**src/hw/tape_seq_defines.svh**
```systemverilog
`ifndef TAPE_SEQ_DEFINES_SVH
`define TAPE_SEQ_DEFINES_SVH

// Clock rate
`define CLK_PERIOD_NS 4
// Gap detections needed before the marker may end threading
`define GAP_COUNT_TO_CLEAR 4
// Columns must read filled this long before they count as settled
`define SETTLE_NS 10000
`define SETTLE_CYCLES ((`SETTLE_NS + `CLK_PERIOD_NS - 1) / `CLK_PERIOD_NS)
// Transport models served by the select lines
`define MODEL_COUNT 3

`endif

```
**src/hw/tape_seq_pkg.sv**
```systemverilog
package tape_seq_pkg;

  // Raw sense pins, all from outside the clock domain
  typedef struct packed {
    logic load_rewind_btn;
    logic start_btn;
    logic reset_btn;
    logic door_shut;
    logic mech_ready;
    logic erase_fault;
    logic write_fault;
    logic writing;
    logic inter_record_gap;
    logic left_below_top;
    logic left_above_bottom;
    logic right_below_top;
    logic right_above_bottom;
  } sense_t;

  // Sequencer flags and drives
  typedef struct packed {
    logic at_origin;
    logic threading;
    logic initial_rewind;
    logic rewind_operation;
    logic reverse_dir;
    logic loading_operation;
    logic columns_filled;
    logic columns_settled;
    logic motion_req;
    logic ext_motion_req;
    logic pneumatic_motor;
    logic ready_latch;
    logic ready_lamp;
  } status_t;

  typedef enum logic [3:0] {
    ST_IDLE   = 4'b0001,
    ST_THREAD = 4'b0010,
    ST_REWIND = 4'b0100,
    ST_LOADED = 4'b1000
  } seq_state_t;

endpackage

```
**src/hw/start_marker_detect.sv**
```systemverilog
`timescale 1ns/1ns
// Turns the raw marker photocell into one pulse per pass, only while tape moves
module start_marker_detect
(
  input wire logic mclk,
  input wire logic rstn,
  input wire logic marker_sensor,
  input wire logic tape_moving,
  output logic start_marker_pulse
);

  logic sync1;
  logic sync2;
  logic seen;
  logic next_pulse;

  // Edge of the second stage only; a stopped tape gives no pulse
  always_comb
  begin
    next_pulse = sync2 && !seen && tape_moving; // [RULE_10]
  end

  always_ff @(posedge mclk)
  begin
    if (!rstn)
    begin
      sync1 <= 1'b0;
      sync2 <= 1'b0;
      seen <= 1'b0;
      start_marker_pulse <= 1'b0;
    end
    else
    begin
      sync1 <= marker_sensor;
      sync2 <= sync1;
      seen <= sync2;
      start_marker_pulse <= next_pulse;
    end
  end
endmodule

```
**src/hw/tape_load_rewind_sequencer.sv**
```systemverilog
`timescale 1ns/1ns
`include "tape_seq_defines.svh"
// Functional notes
// RULE_01: Marker sets origin flag, halting both motion requests
// RULE_02: Threading clears on marker after four gaps
// RULE_03: Marker while loading starts initial rewind
// RULE_04: Rewind sets reverse direction, tape goes backward
// RULE_05: Columns settled ends the loading operation
// RULE_06: Pneumatic motor runs while settled, ready, filled
// RULE_07: Start sets ready latch; lamp needs door shut
// RULE_08: Erase or write current fault drops ready
// RULE_09: Only current model select line driven low
// RULE_10: Marker gives one pulse, none when stopped
// RULE_11: Settled columns request slow rewind to origin
// RULE_12: Filled only with loops inside all limits
// RULE_13: Panel reset clears ready, motion, goes idle
module tape_load_rewind_sequencer
  import tape_seq_pkg::*;
#(
  parameter int SETTLE_CYCLES = `SETTLE_CYCLES,
  parameter int MODEL_COUNT = `MODEL_COUNT
)
(
  input wire logic mclk,
  input wire logic rstn,
  input wire logic marker_sensor,
  input wire sense_t sense,
  input wire logic [1:0] model_code,
  output status_t status,
  output logic [MODEL_COUNT-1:0] model_sel_n
);

  localparam int SENSE_W = $bits(sense_t);

  // Counter widths bound the parameters: 12-bit settle count, 2-bit model code
  if (SETTLE_CYCLES < 1 || SETTLE_CYCLES > 4095)
  begin : g_bad_settle
    $error("SETTLE_CYCLES out of range");
  end
  if (MODEL_COUNT < 1 || MODEL_COUNT > 4)
  begin : g_bad_models
    $error("MODEL_COUNT out of range");
  end

  logic [SENSE_W-1:0] sync1;
  logic [SENSE_W-1:0] sync2;
  sense_t s;
  sense_t prev;
  logic start_marker_pulse;
  logic lr_edge;
  logic start_edge;
  logic reset_edge;
  logic gap_edge;
  logic filled_now;
  logic head_fault;
  seq_state_t state;
  seq_state_t next_state;
  status_t next_status;
  logic [2:0] gap_cnt;
  logic [2:0] next_gap_cnt;
  logic [11:0] settle_cnt;
  logic [11:0] next_settle_cnt;
  logic [MODEL_COUNT-1:0] next_model_sel_n;

  // Two-stage synchronisers, one per sense pin
  genvar gi;
  generate
    for (gi = 0; gi < SENSE_W; gi++)
    begin : g_sync
      always_ff @(posedge mclk)
      begin
        if (!rstn)
        begin
          sync1[gi] <= 1'b0;
          sync2[gi] <= 1'b0;
        end
        else
        begin
          sync1[gi] <= sense[gi];
          sync2[gi] <= sync1[gi];
        end
      end
    end
  endgenerate

  assign s = sense_t'(sync2);

  // Previous stage for push and gap edges; a held button acts once
  always_ff @(posedge mclk)
  begin
    if (!rstn)
      prev <= '0;
    else
      prev <= s;
  end

  assign lr_edge = s.load_rewind_btn && !prev.load_rewind_btn;
  assign start_edge = s.start_btn && !prev.start_btn;
  assign reset_edge = s.reset_btn && !prev.reset_btn;
  assign gap_edge = s.inter_record_gap && !prev.inter_record_gap;
  assign filled_now = s.left_below_top && s.left_above_bottom &&
                      s.right_below_top && s.right_above_bottom; // [RULE_12]
  assign head_fault = s.writing && (s.erase_fault || s.write_fault);

  start_marker_detect u_marker
  (
    .mclk(mclk),
    .rstn(rstn),
    .marker_sensor(marker_sensor),
    .tape_moving(status.motion_req || status.ext_motion_req), // [RULE_10]
    .start_marker_pulse(start_marker_pulse)
  );

  // Load, rewind and ready sequencing
  always_comb
  begin
    next_state = state;
    next_status = status;
    next_gap_cnt = gap_cnt;
    next_settle_cnt = settle_cnt;
    // Settling restarts whenever a loop leaves its limits, so bobbles do not count
    if (!filled_now)
      next_settle_cnt = 12'h000;
    else if (settle_cnt < 12'(SETTLE_CYCLES))
      next_settle_cnt = settle_cnt + 12'h001;
    next_status.columns_filled = filled_now; // [RULE_12]
    next_status.columns_settled = filled_now && (next_settle_cnt == 12'(SETTLE_CYCLES)); // [RULE_12]
    if (start_marker_pulse)
      next_status.at_origin = 1'b1; // [RULE_01]
    case (state)
      ST_IDLE, ST_LOADED:
      begin
        if (lr_edge)
        begin
          next_state = ST_THREAD;
          next_status.loading_operation = 1'b1;
          next_status.threading = 1'b1;
          next_status.ext_motion_req = 1'b1;
          next_status.at_origin = 1'b0;
          next_status.initial_rewind = 1'b0;
          next_status.reverse_dir = 1'b0;
          next_status.ready_latch = 1'b0;
          next_gap_cnt = 3'h0;
        end
      end
      ST_THREAD:
      begin
        if (gap_edge && gap_cnt < 3'(`GAP_COUNT_TO_CLEAR))
          next_gap_cnt = gap_cnt + 3'h1;
        if (start_marker_pulse)
        begin
          next_status.initial_rewind = 1'b1; // [RULE_03]
          if (gap_cnt == 3'(`GAP_COUNT_TO_CLEAR))
            next_status.threading = 1'b0; // [RULE_02]
        end
        else if (status.initial_rewind)
        begin
          // Leaving the marker backward, so origin is no longer held
          next_state = ST_REWIND;
          next_status.rewind_operation = 1'b1; // [RULE_03]
          next_status.reverse_dir = 1'b1; // [RULE_04]
          next_status.at_origin = 1'b0;
        end
      end
      ST_REWIND:
      begin
        if (status.columns_settled)
        begin
          next_status.loading_operation = 1'b0; // [RULE_05]
          next_status.motion_req = !status.at_origin; // [RULE_11]
        end
        if (start_marker_pulse)
        begin
          next_state = ST_LOADED;
          next_status.rewind_operation = 1'b0;
          next_status.initial_rewind = 1'b0;
          next_status.reverse_dir = 1'b0;
        end
      end
      default:
      begin
        next_state = ST_IDLE;
      end
    endcase
    // Origin always wins over any motion request
    if (next_status.at_origin)
    begin
      next_status.motion_req = 1'b0; // [RULE_01]
      next_status.ext_motion_req = 1'b0; // [RULE_01]
    end
    if (head_fault)
      next_status.ready_latch = 1'b0; // [RULE_08]
    else if (start_edge && state == ST_LOADED)
      next_status.ready_latch = 1'b1; // [RULE_07]
    if (reset_edge)
    begin
      next_state = ST_IDLE; // [RULE_13]
      next_status.ready_latch = 1'b0;
      next_status.motion_req = 1'b0;
      next_status.ext_motion_req = 1'b0;
      next_status.loading_operation = 1'b0;
      next_status.threading = 1'b0;
      next_status.initial_rewind = 1'b0;
      next_status.rewind_operation = 1'b0;
      next_status.reverse_dir = 1'b0;
    end
    next_status.pneumatic_motor = next_status.loading_operation ||
      (next_status.columns_settled && s.mech_ready && next_status.columns_filled); // [RULE_06]
    next_status.ready_lamp = next_status.ready_latch && s.door_shut; // [RULE_07]
  end

  always_ff @(posedge mclk)
  begin
    if (!rstn)
    begin
      state <= ST_IDLE;
      status <= '0;
      gap_cnt <= 3'h0;
      settle_cnt <= 12'h000;
    end
    else
    begin
      state <= next_state;
      status <= next_status;
      gap_cnt <= next_gap_cnt;
      settle_cnt <= next_settle_cnt;
    end
  end

  // Model selects are active low; an unknown code selects none
  always_comb
  begin
    next_model_sel_n = '1;
    for (int i = 0; i < MODEL_COUNT; i++)
      if (model_code == 2'(i))
        next_model_sel_n[i] = 1'b0; // [RULE_09]
  end

  always_ff @(posedge mclk)
  begin
    if (!rstn)
      model_sel_n <= '1;
    else
      model_sel_n <= next_model_sel_n;
  end
endmodule

```
**config.mk**
```make
export PLATFORM = sky130hd
export DESIGN_NAME = tape_load_rewind_sequencer
export DESIGN_NICKNAME = d
export VERILOG_FILES = /design/src/hw/tape_seq_pkg.sv /design/src/hw/start_marker_detect.sv /design/src/hw/tape_load_rewind_sequencer.sv
export VERILOG_INCLUDE_DIRS = /design/src /design/src/hw
export SDC_FILE = /design/constraint.sdc
export NUM_CORES = 1
export LEC_CHECK = 0
export BUFFER_PORTS_ARGS = -buffer_cell sky130_fd_sc_hd__buf_2
export CORE_MARGIN = 10
export CORE_UTILIZATION = 30
export CTS_BUF_LIST = sky130_fd_sc_hd__clkbuf_4
export CTS_CLUSTER_SIZE = 12
export DETAILED_ROUTE_END_ITERATION = 12
export SETUP_SLACK_MARGIN = 0.4
export SLEW_MARGIN = 20
export SYNTH_ARGS = -nofsm -noshare
export SYNTH_HDL_FRONTEND = slang
export SYNTH_HIERARCHICAL = 1
export SYNTH_SLANG_ARGS = --single-unit
```
**constraint.sdc**
```tcl
create_clock -name mclk -period 3.2 [get_ports mclk]
set_input_delay 0 -clock mclk [delete_from_list [all_inputs] [get_ports mclk]]
set_output_delay 0 -clock mclk [all_outputs]
set_load 0.05 [all_outputs]
```
# == Yosys cells after proc, flatten, opt, wreduce, memory -nomap -nowiden ==
# Index checks and enable logic that the tools add are counted.
# word_totals
reg_bits,69
latch_bits,0
ram_bits,0
rom_bits,0
input_bits,18
out_inout_bits,16
wordCells,146
memories,0
# op_classes
n_addsub,2
multipliers,0
div,0
magnitude_cmp,2
n_eq_ne,15
shift,0
n_mux,35
bitwise_logic,1
reduce_logical,40
# op_table
cell,count
$mux 12,2
$logic_and 1x1->1,16
$mux 4,4
$reduce_and 4->1,4
$mux 1,14
$add 12x1->12 const B,1
$eq 12x12->1 const B,1
$lt 12x12->1 const B,1
$mux 3,4
$pmux 4 s3,1
$ne 2x2->1 const B,5
$mux 2,4
$logic_not 1->1,6
$pmux 1 s3,2
$pmux 3 s2,1
$reduce_and 5->1,1
$eq 4x1->1 const B,1
$eq 4x2->1 const B,1
$eq 4x3->1 const B,1
$eq 4x4->1 const B,1
$ne 2x1->1 const B,2
$pmux 1 s2,2
$pmux 2 s2,1
$reduce_and 2->1,2
13 further kinds,17

# == Longest topological paths before layout ==
# Gate-level depths: netlist of run 1.
# logic_depth
depth_word,9
mapped_depth,7
mapped_depth_nobuf,6

# == Modules after synthesis ==
# The synthesis of run 1 kept the hierarchy.
# by_module_without_submodules
module,instances,cells_per_inst,area_each_um2,seq_area_each_um2
tape_load_rewind_sequencer,1,264,2499.9,1301.2
start_marker_detect,1,8,112.6,80.1

# == Least setup slack after synthesis of run 1 ==
# Ideal clock, no wire load.
# synth_path
path_kind,reg-to-reg
startpoint,register settle_cnt[3]
endpoint,register status[2] (netlist name)
setup_time_ps,124
t_arrival_ps,1741
required_time_ps,3076
setup_slack_ps,1335
path_stages_with_launch,8
path_buffers,1
synth_period_minus_slack_ps,1865
cell_sequence,dfxtp_1 > buf_6 > o41ai_2 > o21a_2 > nand3_2 > nor4b_1 > o32ai_2 > o31ai_1
# synth_via
elab_chain_len,8
word_cells_on_any_way,9
cone_classes,add/sub: 1; order compare: 1; eq/ne: 1; mux: 2; reduce/logical: 4
# synth_rtl
element,line,text
from (decl),tape_load_rewind_sequencer.sv:61,logic [11:0] settle_cnt;
from (signal assigned),tape_load_rewind_sequencer.sv:226,settle_cnt <= next_settle_cnt;
$add 12x1->12 or $lt 12x12->1 (tied branches),"tape_load_rewind_sequencer.sv:125, tape_load_rewind_sequencer.sv:124",
$mux 12 (*),tape_load_rewind_sequencer.sv:124,else if (settle_cnt < 12'(SETTLE_CYCLES))
$mux 12 (*),tape_load_rewind_sequencer.sv:122,if (!filled_now)
$eq 12x12->1 (*),tape_load_rewind_sequencer.sv:127,next_status.columns_settled = filled_now && (next_settle_cnt == 12'(SETTLE_CYCLES));
$logic_and 1x1->1 (*),tape_load_rewind_sequencer.sv:127,
$logic_and 1x1->1 (*) (2 in a row),tape_load_rewind_sequencer.sv:208,(next_status.columns_settled && s.mech_ready && next_status.columns_filled);
$logic_or 1x1->1 (*),tape_load_rewind_sequencer.sv:207,next_status.pneumatic_motor = next_status.loading_operation ||
to (signal assigned),tape_load_rewind_sequencer.sv:224,status <= next_status;
to (decl),tape_load_rewind_sequencer.sv:29,"output status_t status,"
# Every way passes the cells marked *; elsewhere a longest branch is shown, timed or not.
# A chain may end at the register's enable or synchronous reset.

# == Worst setup path after layout of run 1 ==
# Same ends and word-level chain as after synthesis.

==> impl_summary.md, run 1 <==
Detailed routing
After detailed routing, the met3 layer carries 302 um of wire. In the final routing, the length of wire on met1 measures between 2000 and 3000 um. The first routing iteration left 40 violations. The met2 wire length is a little over 2000 um. After detailed routing, the number of vias per cell comes to 4.515. The total number of vias is 1,946. The first detailed-routing pass took 4 iterations. The wire length per cell is between 10 and 15 um. The count of unresolved DRC violations after routing is 0. For this block, the routed nets add up to slightly below 5000 um of wire. The uppermost layer routed is met4. The remaining antenna violation count is 0.

Die
The die is roughly 110 um wide. For this design the top-level I/O count stands at 34. For this configuration, the core starts out at a cell density of 0.3132.

The die covers 0.01284 sq mm. After floorplanning, the core was divided into 33 placement rows. The floorplan step set the die height to between 100 and 150 um.

The core region is ~0.0083 sq mm.

Synth
The commonest cells after synthesis are sky130_fd_sc_hd__dfxtp_1, sky130_fd_sc_hd__and2_1, sky130_fd_sc_hd__nor2_1. Synthesis produced a netlist whose cell count is roughly 270. In the post-synthesis netlist, the biggest area contributors are sky130_fd_sc_hd__dfxtp_1, sky130_fd_sc_hd__and2_1, sky130_fd_sc_hd__a21oi_1, sky130_fd_sc_hd__nor2_1, sky130_fd_sc_hd__nand2_1. The share of the Yosys chip area taken by registers is 0.5287. The area fraction in compound gates after synthesis is 0.1231.

The largest total area in the synthesized netlist belongs to sky130_fd_sc_hd__dfxtp_1. The number of nets handed over by synthesis was about 290. Of the post-synthesis cell area, the dominant cell type holds 0.5287. The share of synthesized flip-flops with an asynchronous set or reset is 0. The count of different cell masters after synthesis is approximately 50.

The netlist area before placement is between 0.002 and 0.003 sq mm. Among all flip-flop cells after synthesis, the most frequent one is sky130_fd_sc_hd__dfxtp_1. By instance count, the leading cell after synthesis is sky130_fd_sc_hd__dfxtp_1. Counting flops with a built-in enable in the synthesized netlist gives 0. In this run, synthesis produced a sequential element count of between 60 and 70. Of the total synthesized cell area, the portion taken by AND, OR, NAND and NOR gates is 0.2596.

The synthesized area per cell is between 9 and 10 sq um. During synthesis, Yosys emitted a total of 6 warnings. Of the total synthesized cell area, the portion taken by XOR and XNOR cells is 0.02347. The share of synthesized area spent on multiplexers is 0.01197. After synthesis, the largest family of logic cells by area is simple AND/OR/NAND/NOR gates. Of the total synthesized cell area, the portion taken by full adders, half adders and majority gates is 0.01437.

STA
Setup repair after global routing left no endpoint under its margin. The setup slack after layout is 1.116 ns. Setup violations remaining at the end of the flow were counted as 0.

In this run the tightest slew margin relative to its limit is 0.6320. The routed design could run at a clock period as short as about 2.1 ns. Dividing the final minimum period by the clock period gives 0.6513. The achievable frequency is between 400 and 500 MHz. The count of final max-slew check failures is 0. At the pin with the least slew margin, the transition time is ~0.55 ns.

The worst clock skew is 0.01100 ns. The final-report hold violation count is 0. The total negative slack is 0 ns.

CTS
In this run the post-CTS setup repair buffer count came out at 0. For the worst-skew pair, the clock arrives at the later sink with an insertion delay of 0.41 ns. The clock passes through at most 2 buffers. The clock sink total is 69. The number of cells upsized or downsized after cts is 0.

The number of clock buffers added by TritonCTS is 9. Clock-pin slew was measured on the worst setup and hold paths at ~0.11 ns. The clock tree from TritonCTS is built.

In this run the clock root is driven by a sky130_fd_sc_hd__clkbuf_4. In this run the number of H-tree levels came out at 3. For this design, the CTS-stage hold fixing added 17 buffers.

Pwr
The share of total power in combinational logic is 0.077. The net switching share of the total power is 0.2426. The maximum vdd ir drop is between 200 and 300 uV. For this design the total switching power over the nets is 376.1 uW. Cell internal power was estimated by the tool at 1.174 mW.

Of the total power, the clock network draws 0.345. The share of total power dissipated in sequential elements is 0.578. Summed over all cells, the static leakage comes to about 1.2 nW.

Power spread over the standard cell area amounts to 490.7 mW/mm^2.

Layout
The final layout net count is between 300 and 400. The fill cell total of the finished layout is ~850. Compared with the post-synthesis result, the final layout area differs by 20.93%.

Excluding fillers, the count of instances in the completed layout stands at 431. The repair_antennas step left the layout with diodes totalling 0. Of the cells placed in the final design, the portion with a size suffix greater than 1 is 0.1933.

Min path
The worst hold path stage count is 2. The class of the tightest hold or removal check is input port to flip-flop. In this run the most critical hold path is launched from rstn. The worst-case hold path end point is model_sel_n[1].

Global route
The number of antenna violations at the first check in global routing is 0. In the global route stage, overall resource usage came out at 0.08225. The number of global-route vias before repair came to between 1.5k and 2k. The total overflow left after global routing is 0.

Entering global routing, the biggest net connects 39 pins. The first global-routing pass estimated approximately 8700 um of wire.

Worst setup path
The critical path start-end classification is flip-flop to flip-flop. At the worst endpoint, the required time is 3.50 ns. STA classifies the critical path endpoint as a flip-flop. The internal reg-to-reg setup slack is ~1.1 ns. Of all nets on the critical path, the largest fanout is 8. The endpoint of the worst-slack reg-to-reg timing path is status[2].

In this run the critical register-to-register path is launched from settle_cnt[3]. The kind of start point of the critical path is a flip-flop. The cell depth of the worst flop-to-flop path is 6.

For the worst setup path, the data arrival time is about 2.4 ns.

Placed design
At the end of routability-driven placement, the weighted congestion stood at roughly 0.84. The total half-perimeter wirelength after legalization and detailed placement is between 3000 and 4000 um. The placed instance count is 399. The number of I/O port buffers is 33. The worst setup timing slack at the placement stage is 1.138 ns.

Run
The max-cap check violation count is 0.

Outcome
The run finished with clean final reports.
==> sequential cells by signal (all words and copies together), names as in the netlist <==
name,cells
settle_cnt,12
prev,4
sync1,13
gap_cnt,3
status,13
u_marker/start_marker_pulse,1
model_sel_n,3
u_marker/seen,1
state,4
s,13
u_marker/sync1,1
u_marker/sync2,1
==> metal layers <==
layer | global-route usage | vias to the layer above
met4 | 0.04569 | 0
li1 | - | 1031
met3 | 0.03434 | 10
met2 | 0.1164 | 45
met5 | 0 | -
met1 | 0.1025 | 860
==> kinds of logic (layout without fill, tap and decap cells) <==
family / after synthesis / count (layout)
fa+ha+maj: 3 / 3
compound gates: 49 / 49
flops: 69 / 69
buf+inv: 23 / 77
simple gates: 118 / 118
xor+xnor: 7 / 7
mux: 3 / 3
==> metrics by stage <==
stage                     power, mW  hold slack, ns  cell area [sq um]  utilization
after global routing          1.626         0.07359               3159       0.3788
after global placement        1.019          0.2012               2856       0.3425
final                         1.550         0.04851               3159       0.3788
after detailed placement      1.021          0.2089               2856       0.3425
after CTS                     1.574         0.02468               3159       0.3788
after floorplan              0.9894         0.08314               2613            -
==> worst max-delay path, cell delays in order (launching register included) <==
cell and delay (ns):
sky130_fd_sc_hd__dfxtp_1 0.40, sky130_fd_sc_hd__o41ai_2 0.59, sky130_fd_sc_hd__o21a_2 0.25, sky130_fd_sc_hd__nand3_2 0.14, sky130_fd_sc_hd__nor4b_1 0.19, sky130_fd_sc_hd__o32ai_2 0.31
sky130_fd_sc_hd__o31ai_1 0.11
==> worst max-delay path by stage <==
stage,end,slack (ns),from
after CTS,status[2],1.13,settle_cnt[3]
after global placement,status[2],1.19,settle_cnt[3]
after detailed placement,status[2],1.14,settle_cnt[3]
after global routing,status[2],0.97,settle_cnt[3]
final,status[2],1.12,settle_cnt[3]
after floorplan,status[2],1.33,settle_cnt[3]
==> placed cells by master, fill, tap and decap left out, types with 2 or more instances in the layout <==
cell type and instances:
sky130_fd_sc_hd__a21o_1 3, sky130_fd_sc_hd__nor2_1 24, sky130_fd_sc_hd__and4b_1 2, sky130_fd_sc_hd__o31ai_1 2
sky130_fd_sc_hd__nor4b_1 3, sky130_fd_sc_hd__or2_2 2, sky130_fd_sc_hd__and2_1 31, sky130_fd_sc_hd__nor4b_2 2
sky130_fd_sc_hd__xnor2_1 4, sky130_fd_sc_hd__a31oi_1 2, sky130_fd_sc_hd__o21ai_0 4, sky130_fd_sc_hd__or3_1 3
sky130_fd_sc_hd__dlygate4sd3_1 17, sky130_fd_sc_hd__nand3_1 5, sky130_fd_sc_hd__xor2_1 3, sky130_fd_sc_hd__nand2b_1 3
sky130_fd_sc_hd__inv_1 10, sky130_fd_sc_hd__and2_2 3, sky130_fd_sc_hd__nand4_1 4, sky130_fd_sc_hd__clkinv_4 2
sky130_fd_sc_hd__o21a_1 2, sky130_fd_sc_hd__nand3b_1 4, sky130_fd_sc_hd__clkbuf_4 9, sky130_fd_sc_hd__mux2i_1 2
sky130_fd_sc_hd__clkinv_2 2, sky130_fd_sc_hd__a21oi_1 18, sky130_fd_sc_hd__nor3_1 4, sky130_fd_sc_hd__buf_2 33
sky130_fd_sc_hd__ha_1 3, sky130_fd_sc_hd__o21ai_1 5, sky130_fd_sc_hd__a211oi_1 4, sky130_fd_sc_hd__nand2_1 17
sky130_fd_sc_hd__dfxtp_1 69, sky130_fd_sc_hd__nor2b_1 4
==> cell type report <==
type                    instances  area (sq um)  area share
well taps                     105         131.4     0.04158
flip-flops and latches         69          1381      0.4372
clock buffers                   9         67.56     0.02139
multi-input cells             180          1130      0.3576
repair buffers                 51         342.8      0.1085
inverters                      11         41.29     0.01307
clock inverters                 6         65.06     0.02059
==> power groups by stage <==
stage / combinational (mW) / sequential [mW] / clock, mW
6_report: 0.120 / 0.896 / 0.534
4_1_cts: 0.121 / 0.896 / 0.557
2_1_floorplan: 0.0601 / 0.929 / 0
5_1_grt: 0.134 / 0.900 / 0.593
3_5_place_dp: 0.105 / 0.916 / 0
3_3_place_gp: 0.103 / 0.916 / 0
(Power assumes the default switching activity.)
==> run 2, diff against run 1 <==
ABC_AREA = 1   (was not set)
clock period = 1.76 ns   (was 3.2 ns; I/O delays follow)
==> impl_summary.md, run 2 <==
Outcome
The flow ran to the end, and the final reports show no timing, DRC or antenna violations.

Layout
Of the cells placed in the final design, the portion with a size suffix greater than 1 is 0.3947. The utilization after layout is 0.4460. The fill cell total of the finished layout is 879. For this run, the post-layout net count is slightly above 500. The library cells used most frequently in the layout, excluding fill and tap cells, are sky130_fd_sc_hd__nand2_1, sky130_fd_sc_hd__inv_1, sky130_fd_sc_hd__dfxtp_1, sky130_fd_sc_hd__buf_2, sky130_fd_sc_hd__nor2_1. The sequential cells in the finished layout cover a total of 0.001418 sq mm.

Summing all multi-input logic gate instances after layout gives 0.001471 sq mm. The most common library cell in the layout ignoring fill and taps is sky130_fd_sc_hd__nand2_1. The non-filler instance count after layout is 606. From synthesis to final layout, the design area changed by 45.11%.

Detailed routing
The routed layout has between 2k and 3k vias. The routed wire length is between 7000 and 8000 um. The detailed route wirelength on metal3 is 378 um. The remaining antenna violation count is 0. Wire segments on met2 add up to ~3800 um in the final route. After detailed routing, the average wire length per cell comes to 12.39 um. Routed signal wires occupy layers up through met4. The via count normalized by instance count is ~4.6.

The first-pass iteration count of the detailed router is 5. After detailed routing, the wire length on met1 is between 3000 and 4000 um. The count of unresolved DRC violations after routing is 0. The detailed router finished its first iteration with ~140 violations.

Worst setup path
The launching point of the worst reg2reg path is settle_cnt[4]. Tracing the worst setup path back leads to its startpoint at settle_cnt[4]. The critical path is of the flip-flop to flip-flop type.

The critical path goes through nor2_4, nor2_4, a21oi_4, nand2_2, nand2_1, nand2_1, nor2_1, nand3_1, nor2_1, nand3_1, nand2_1. Of all nets on the critical path, the largest fanout is 5. The delay of the slowest critical-path stage is between 0.3 and 0.4 ns. The worst setup path is captured at a flip-flop. In this design, the critical path's most frequently occurring cell is sky130_fd_sc_hd__nand2_1. At the worst endpoint, the arrival time is 1.94 ns. For this design, the slowest cell found on the critical path is sky130_fd_sc_hd__dfxtp_4. At the worst endpoint, the required time is ~2.1 ns. STA classifies the critical path startpoint as a flip-flop.

Synth
Summed over all instances, the cell type with the most area after synthesis is sky130_fd_sc_hd__dfxtp_1. During synthesis, Yosys emitted a total of 6 warnings. The number of storage elements in the synthesis netlist is 69. Sorting the synthesized cells by area gives the leading types as sky130_fd_sc_hd__dfxtp_1, sky130_fd_sc_hd__nand2_1, sky130_fd_sc_hd__inv_1, sky130_fd_sc_hd__nor2_1, sky130_fd_sc_hd__nand3_1. The count of different cell masters after synthesis is 27.

The synthesized design contains 0 enable-type register cells. The share of synthesized flip-flops with an asynchronous set or reset is 0. When the netlist entered floorplanning its net count stood at 419. The synthesized area per cell is 7.102 sq um.

In the post-synthesis netlist, the cell with the most instances is sky130_fd_sc_hd__nand2_1. The share of synthesized area in the top cell type comes to 0.4887. For this run, the register share of the synthesized area comes to 0.4887. The most used flip-flop cell after synthesis is sky130_fd_sc_hd__dfxtp_1. Synthesis produced between 300 and 400 cells. Ranked by instance count, the synthesized netlist is headed by sky130_fd_sc_hd__nand2_1, sky130_fd_sc_hd__inv_1, sky130_fd_sc_hd__dfxtp_1. The mapped netlist covers around 0.0028 sq mm.

Pwr
The maximum vdd ir drop is roughly 370 uV. Power spread over the standard cell area amounts to between 700 and 800 mW/mm^2. The proportion of power drawn by the clock network is 0.325. The switching power is 834.9 uW. The internal power contribution is approximately 2.2 mW. The net switching share of the total power is 0.2748. Of the total power, registers draw 0.540. For this design the static power due to leakage is between 2 and 2.5 nW.

Of the total power, combinational logic draws 0.135.

Die
In this run the vertical extent of the chip is between 100 and 150 um. The floorplan die area is between 0.01 and 0.015 sq mm. The die is between 100 and 150 um wide. After floorplanning, the core was sized to cover a little over 0.009 sq mm. The floorplan has 35 rows. 34 I/O pins were placed. The starting utilization of the core area is 0.3073.

Min path
The beginning of the worst hold path is rstn. The path class of the tightest hold or removal check is input port to flip-flop.

Placed design
The placed instance count is 542. At the end of routability-driven placement, the weighted congestion stood at slightly above 0.9. The total half-perimeter wirelength after legalization and detailed placement is between 4000 and 5000 um.

During placement, the flow inserted port buffers numbering 33.

CTS
Clock tree synthesis found a total of ~70 sinks. The clock root buffer master is sky130_fd_sc_hd__clkbuf_4. TritonCTS built the clock tree.

The number of buffers between clock root and the deepest sink is 2. The clock reaches the later pin of the worst-skew pair after 0.42 ns. Clock-pin slew was measured on the worst setup and hold paths at roughly 0.13 ns. The H-tree generated during clock tree synthesis spans 3 levels. Clock tree synthesis inserted a total of 9 buffers.

Global route
Across every metal layer, demand over resource in global routing totals 0.1053. Entering global routing, the biggest net connects 38 pins. Summed over all layers, the global routing overflow is 0.

The number of global-route vias before repair came to 2,653. The number of antenna violations at the first check in global routing came to 1. The wire length of the first global-routing pass is around 12,000 um.

STA
The share of the cycle needed by the critical path after routing is 0.8984. Setup repair after global routing could not meet its margin everywhere. The count of final max-slew check failures is 0.

The final-report hold violation count was 0. On the final layout, the worst clock skew is between 0.015 and 0.02 ns. Setup violations remaining at the end of the flow were counted as 0. The clock period could shrink to 1.581 ns.

At the pin with the least slew margin, the transition time is 0.5333 ns. The achievable frequency is between 600 and 700 MHz. The total negative slack is 0 ns. Headroom to the max-slew limit came out at 0.6444.

Run
The tool flagged a number of max-cap violations equal to 0.
[run 2: cell count changes after synthesis, sizes merged, moves of 4 or more]
cell | before | now
nand2 | 18 | 120
inv | 11 | 77
and2 | 34 | 0
nor2 | 24 | 53
nand3 | 6 | 26
nor4b | 5 | 0
nand3b | 4 | 0
nand4 | 4 | 8
nor2b | 4 | 0
o21ai | 9 | 5
xnor2 | 4 | 0
[run 2: path summary, 6_finish.rpt]
path	endpoint	slack (ns)	cells after the start
min	status[12]	0.06	3
max reg2reg	status[2]	0.18	11
max	status[2]	0.18	11
min reg2reg	s[6]	0.41	2
[run 2: cells by family after synthesis]
logic type | count (synthesis) | synth area share
flip-flops | 69 | 0.4887
XOR/XNOR | 3 | 0.009298
AO/OA/AOI/OAI | 27 | 0.05401
buffers and inverters | 84 | 0.1169
adder cells (fa/ha/maj) | 3 | 0.01328
AND/OR/NAND/NOR | 212 | 0.3178
[run 2: metal layers]
metal / vias to the layer above / global-route usage
met5: - / 0
met3: 22 / 0.02396
li1: 1388 / -
met4: 0 / 0.05519
met2: 92 / 0.1845
met1: 1260 / 0.1163
[run 2: timing repair]
action | in CTS | in global routing
setup endpoints to repair | 26 | 30
hold endpoints to repair | 17 | 0
gates resized for setup | 64 | 71
setup buffers | 18 | 11
hold buffers | 17 | 0
gates cloned | 1 | 1
pin swaps | 16 | 23
[run 2: cell type report]
type | instances | area share
clock buffer | 9 | 0.01647
clock inverter | 6 | 0.01586
tap | 111 | 0.03386
timing repair buffer | 87 | 0.1559
inverter | 77 | 0.07291
antenna | 1 | 0.0006101
sequential | 69 | 0.3456
multi-input combinational | 246 | 0.3588
[run 2: worst max-delay path: cells and delay by family (launching register included)]
kind | cells | cell delay [ns]
AOI/OAI and AO/OA | 1 | 0.19
DFF | 1 | 0.38
and+or+nand+nor | 10 | 0.97
[run 2: power groups by stage]
stage / registers [mW] / logic, mW / clock network, mW
6_report: 1.64 / 0.409 / 0.988
3_5_place_dp: 1.68 / 0.249 / 0
2_1_floorplan: 1.72 / 0.131 / 0
4_1_cts: 1.64 / 0.310 / 1.01
5_1_grt: 1.65 / 0.449 / 1.08
3_3_place_gp: 1.68 / 0.244 / 0
[run 2: through the flow]
stage               hold WS [ns]  setup slack [ns]  instance area [sq um]  total power, mW
floorplan                0.08409            0.3564                   2843            1.855
global placement          0.1847            0.1077                   3158            1.922
detailed placement        0.1828           0.08991                   3158            1.929
CTS                      0.04517            0.1847                   3760            2.962
global route              0.1001           0.05311                   4101            3.175
finish                   0.06033            0.1788                   4101            3.038
==> run 3, diff against run 2 <==
CELL_PAD_IN_SITES_DETAIL_PLACEMENT = 0   (was not set)
CELL_PAD_IN_SITES_GLOBAL_PLACEMENT = 2   (was not set)
CORE_MARGIN = 3   (was 10)
PLACE_DENSITY_LB_ADDON = 0.1   (was not set)
==> impl_summary.md, run 3 (synthesized netlist as in run 2, its figures left out) <==
Pwr
The share of total power in combinational logic is 0.134. In this run the power spent charging and discharging nets is approximately 860 uW. In this run the power density over the cells is ~760 mW/mm^2. The internal power contribution is about 2.2 mW. The reported leakage power is between 1.5 and 2 nW.

The maximum vdd ir drop is between 300 and 400 uV. The overall power of the completed layout is ~3 mW. Of the total power, the share spent switching nets is 0.2780. The share of total power dissipated in the clock network is 0.335. The register share of total power is 0.531.

Die
The placeable core region is just under 0.009 sq mm. From bottom edge to top edge, the die measures 103.1 um. The floorplan die area is about 0.011 sq mm. The starting utilization of the core area is 0.3164. In this run the count of I/O pins placed on the die edge is 34. After floorplanning, the core was divided into 34 placement rows. The die width is 103.1 um.

CTS
After clock tree synthesis, the clock-pin slew on the worst setup and hold paths is between 0.1 and 0.15 ns. The insertion delay to the later sink of the worst-skew pair is 0.41 ns. The clock root buffer master is sky130_fd_sc_hd__clkbuf_4. The H-tree depth is 3. For this design, the sink count on the clock tree is 69. The number of buffers created by CTS is 9. TritonCTS built the clock tree. The clock passes through at most 2 buffers.

STA
The total negative slack is 0 ns. On the final layout, the worst clock skew is 0.01112 ns. The achievable frequency is 628.9 MHz.

The final-report hold violation count was 0. The share of the cycle needed by the critical path after routing is 0.9035. The count of final setup violators is 0. The worst relative slew slack is 0.7412. The count of final max-slew check failures was 0. Setup repair after global routing could not meet its margin everywhere. For the pin with the worst max-slew slack, the measured transition is roughly 0.39 ns.

The routed design could run at a clock period as short as ~1.6 ns.

Global route
The global-route usage over all layers is 0.1326. The number of global-route vias before repair is about 2.3k. The number of antenna violations at the first check in global routing is 0. The largest net degree at the start of global routing is 38. Summed over all layers, the global routing overflow is 0.

The first global-routing pass estimated between 10,000 and 15,000 um of wire.

Placed design
At the end of routability-driven placement, the weighted congestion stood at 0.8291. The total half-perimeter wirelength after legalization and detailed placement is 4715 um. Buffers placed on the I/O ports in this run total 33.

The instance area at placement is 0.003244 sq mm.

Detailed routing
The final layout contains routed wiring with a total length of approximately 6700 um. The count of nets left with antenna violations once routing finished came out at 0. For this block, the initial DRC count from the detailed router was between 60 and 70. The via count normalized by instance count is ~4.3. The count of unresolved DRC violations after routing is 0. The first-pass iteration count of the detailed router is 4.

The wire length per cell is between 10 and 15 um. Detailed routing inserted a total of between 2k and 3k vias.

Worst setup path
The data required time of the critical path is ~2.1 ns. The data arrival time at the worst-slack endpoint is about 2.0 ns. The kind of start point of the critical path is a flip-flop. The critical path start-end classification is flip-flop to flip-flop. The highest fanout seen on the critical path is 4. Traced cell by cell, the critical path runs through buf_6, nor2_4, nand3_2, nor2_4, nor2_4, buf_6, nand2_2, nand2_1, nor2_1, nand3_2, nor2_2, nand3_1, nand2_1. On the worst path, the slowest cell contributes a delay of roughly 0.34 ns.

STA classifies the critical path endpoint as a flip-flop. For this design, the slowest cell found on the critical path is sky130_fd_sc_hd__dfxtp_2. The cell that appears most often on the critical path is sky130_fd_sc_hd__nor2_4.

Outcome
The flow ran to the end, and the final reports show no timing, DRC or antenna violations.

Layout
Leaving out fill and tap cells, the most frequent cells in the layout are sky130_fd_sc_hd__nand2_1, sky130_fd_sc_hd__inv_1, sky130_fd_sc_hd__dfxtp_1, sky130_fd_sc_hd__nor2_1, sky130_fd_sc_hd__buf_2. The proportion of layout cells with a drive suffix above 1 is 0.3633. The number of antenna diodes in the final layout is 0. In the final design database the tool counted 506 nets.

The fill cell total of the finished layout is around 900. Leaving out fill and tap cells, the most frequent cell in the layout is sky130_fd_sc_hd__nand2_1. The design area is 0.004038 sq mm. The area added between synthesis and finish is 42.85%. The utilization after layout is 0.4520.

Run
The max-cap check violation count is 0.

Min path
The path class of the tightest hold or removal check is input port to flip-flop.
-- run 3: cell types whose count changed in the layout (fill, tap and decap cells not counted), sizes merged --
cell / change
buf: -5
diode: -1
dlygate4sd3: +1
inv: +1
nand2: -1
-- run 3: layout make-up --
| type | count | area [sq um] | share of cell area |
|---|---|---|---|
| well taps | 108 | 135.1 | 0.03347 |
| flip-flops and latches | 69 | 1406 | 0.3483 |
| multi-input cells | 245 | 1424 | 0.3527 |
| inverters | 77 | 291.5 | 0.07220 |
| clock inverters | 7 | 73.82 | 0.01828 |
| clock buffers | 9 | 67.56 | 0.01673 |
| repair buffers | 83 | 639.4 | 0.1584 |
-- run 3: repair_timing --
| item | CTS | global route |
|---|---|---|
| setup buffers | 6 | 6 |
| cloned | 1 | 0 |
| hold buffers | 18 | 0 |
| hold endpoints to repair | 19 | 0 |
| endpoints found under the setup margin | 28 | 28 |
| pin swaps | 21 | 29 |
| resized for setup | 67 | 49 |
-- run 3: per-layer routing --
layer,share of wire,track usage
met5,0,0
met4,0.018,0.05976
met3,0.034,0.03586
met2,0.47,0.1978
met1,0.48,0.1785
-- run 3: final timing paths --
check	start	endpoint	slack, ns	cells past startpoint
setup / recovery	settle_cnt[5]	status[2]	0.17	13
hold / removal	sense[11]	sync1[11]	0.29	4
setup reg to reg	settle_cnt[5]	status[2]	0.17	13
hold reg to reg	sync1[11]	s[11]	0.42	2
-- run 3: power by group through the flow --
stage	Sequential, mW	Clock [mW]	Combinational, mW
final	1.64	1.04	0.412
after global routing	1.65	1.17	0.459
after CTS	1.64	1.08	0.340
after detailed placement	1.68	0	0.260
after global placement	1.68	0	0.259
after floorplan	1.72	0	0.131
-- run 3: through the flow --
stage,hold WS [ns],worst slack [ns],instances
floorplan,0.08409,0.3564,398
global placement,0.1807,0.02796,551
detailed placement,0.1827,0.03102,551
CTS,0.2586,0.1254,592
global route,0.2594,0.07649,598
finish,0.2937,0.1698,598
-- run 3: critical path: cells and delay by family, from the launching register on --
kind          cells  cell delay, ns
flops             1            0.34
simple gates     11            0.96
buf+inv           2            0.24
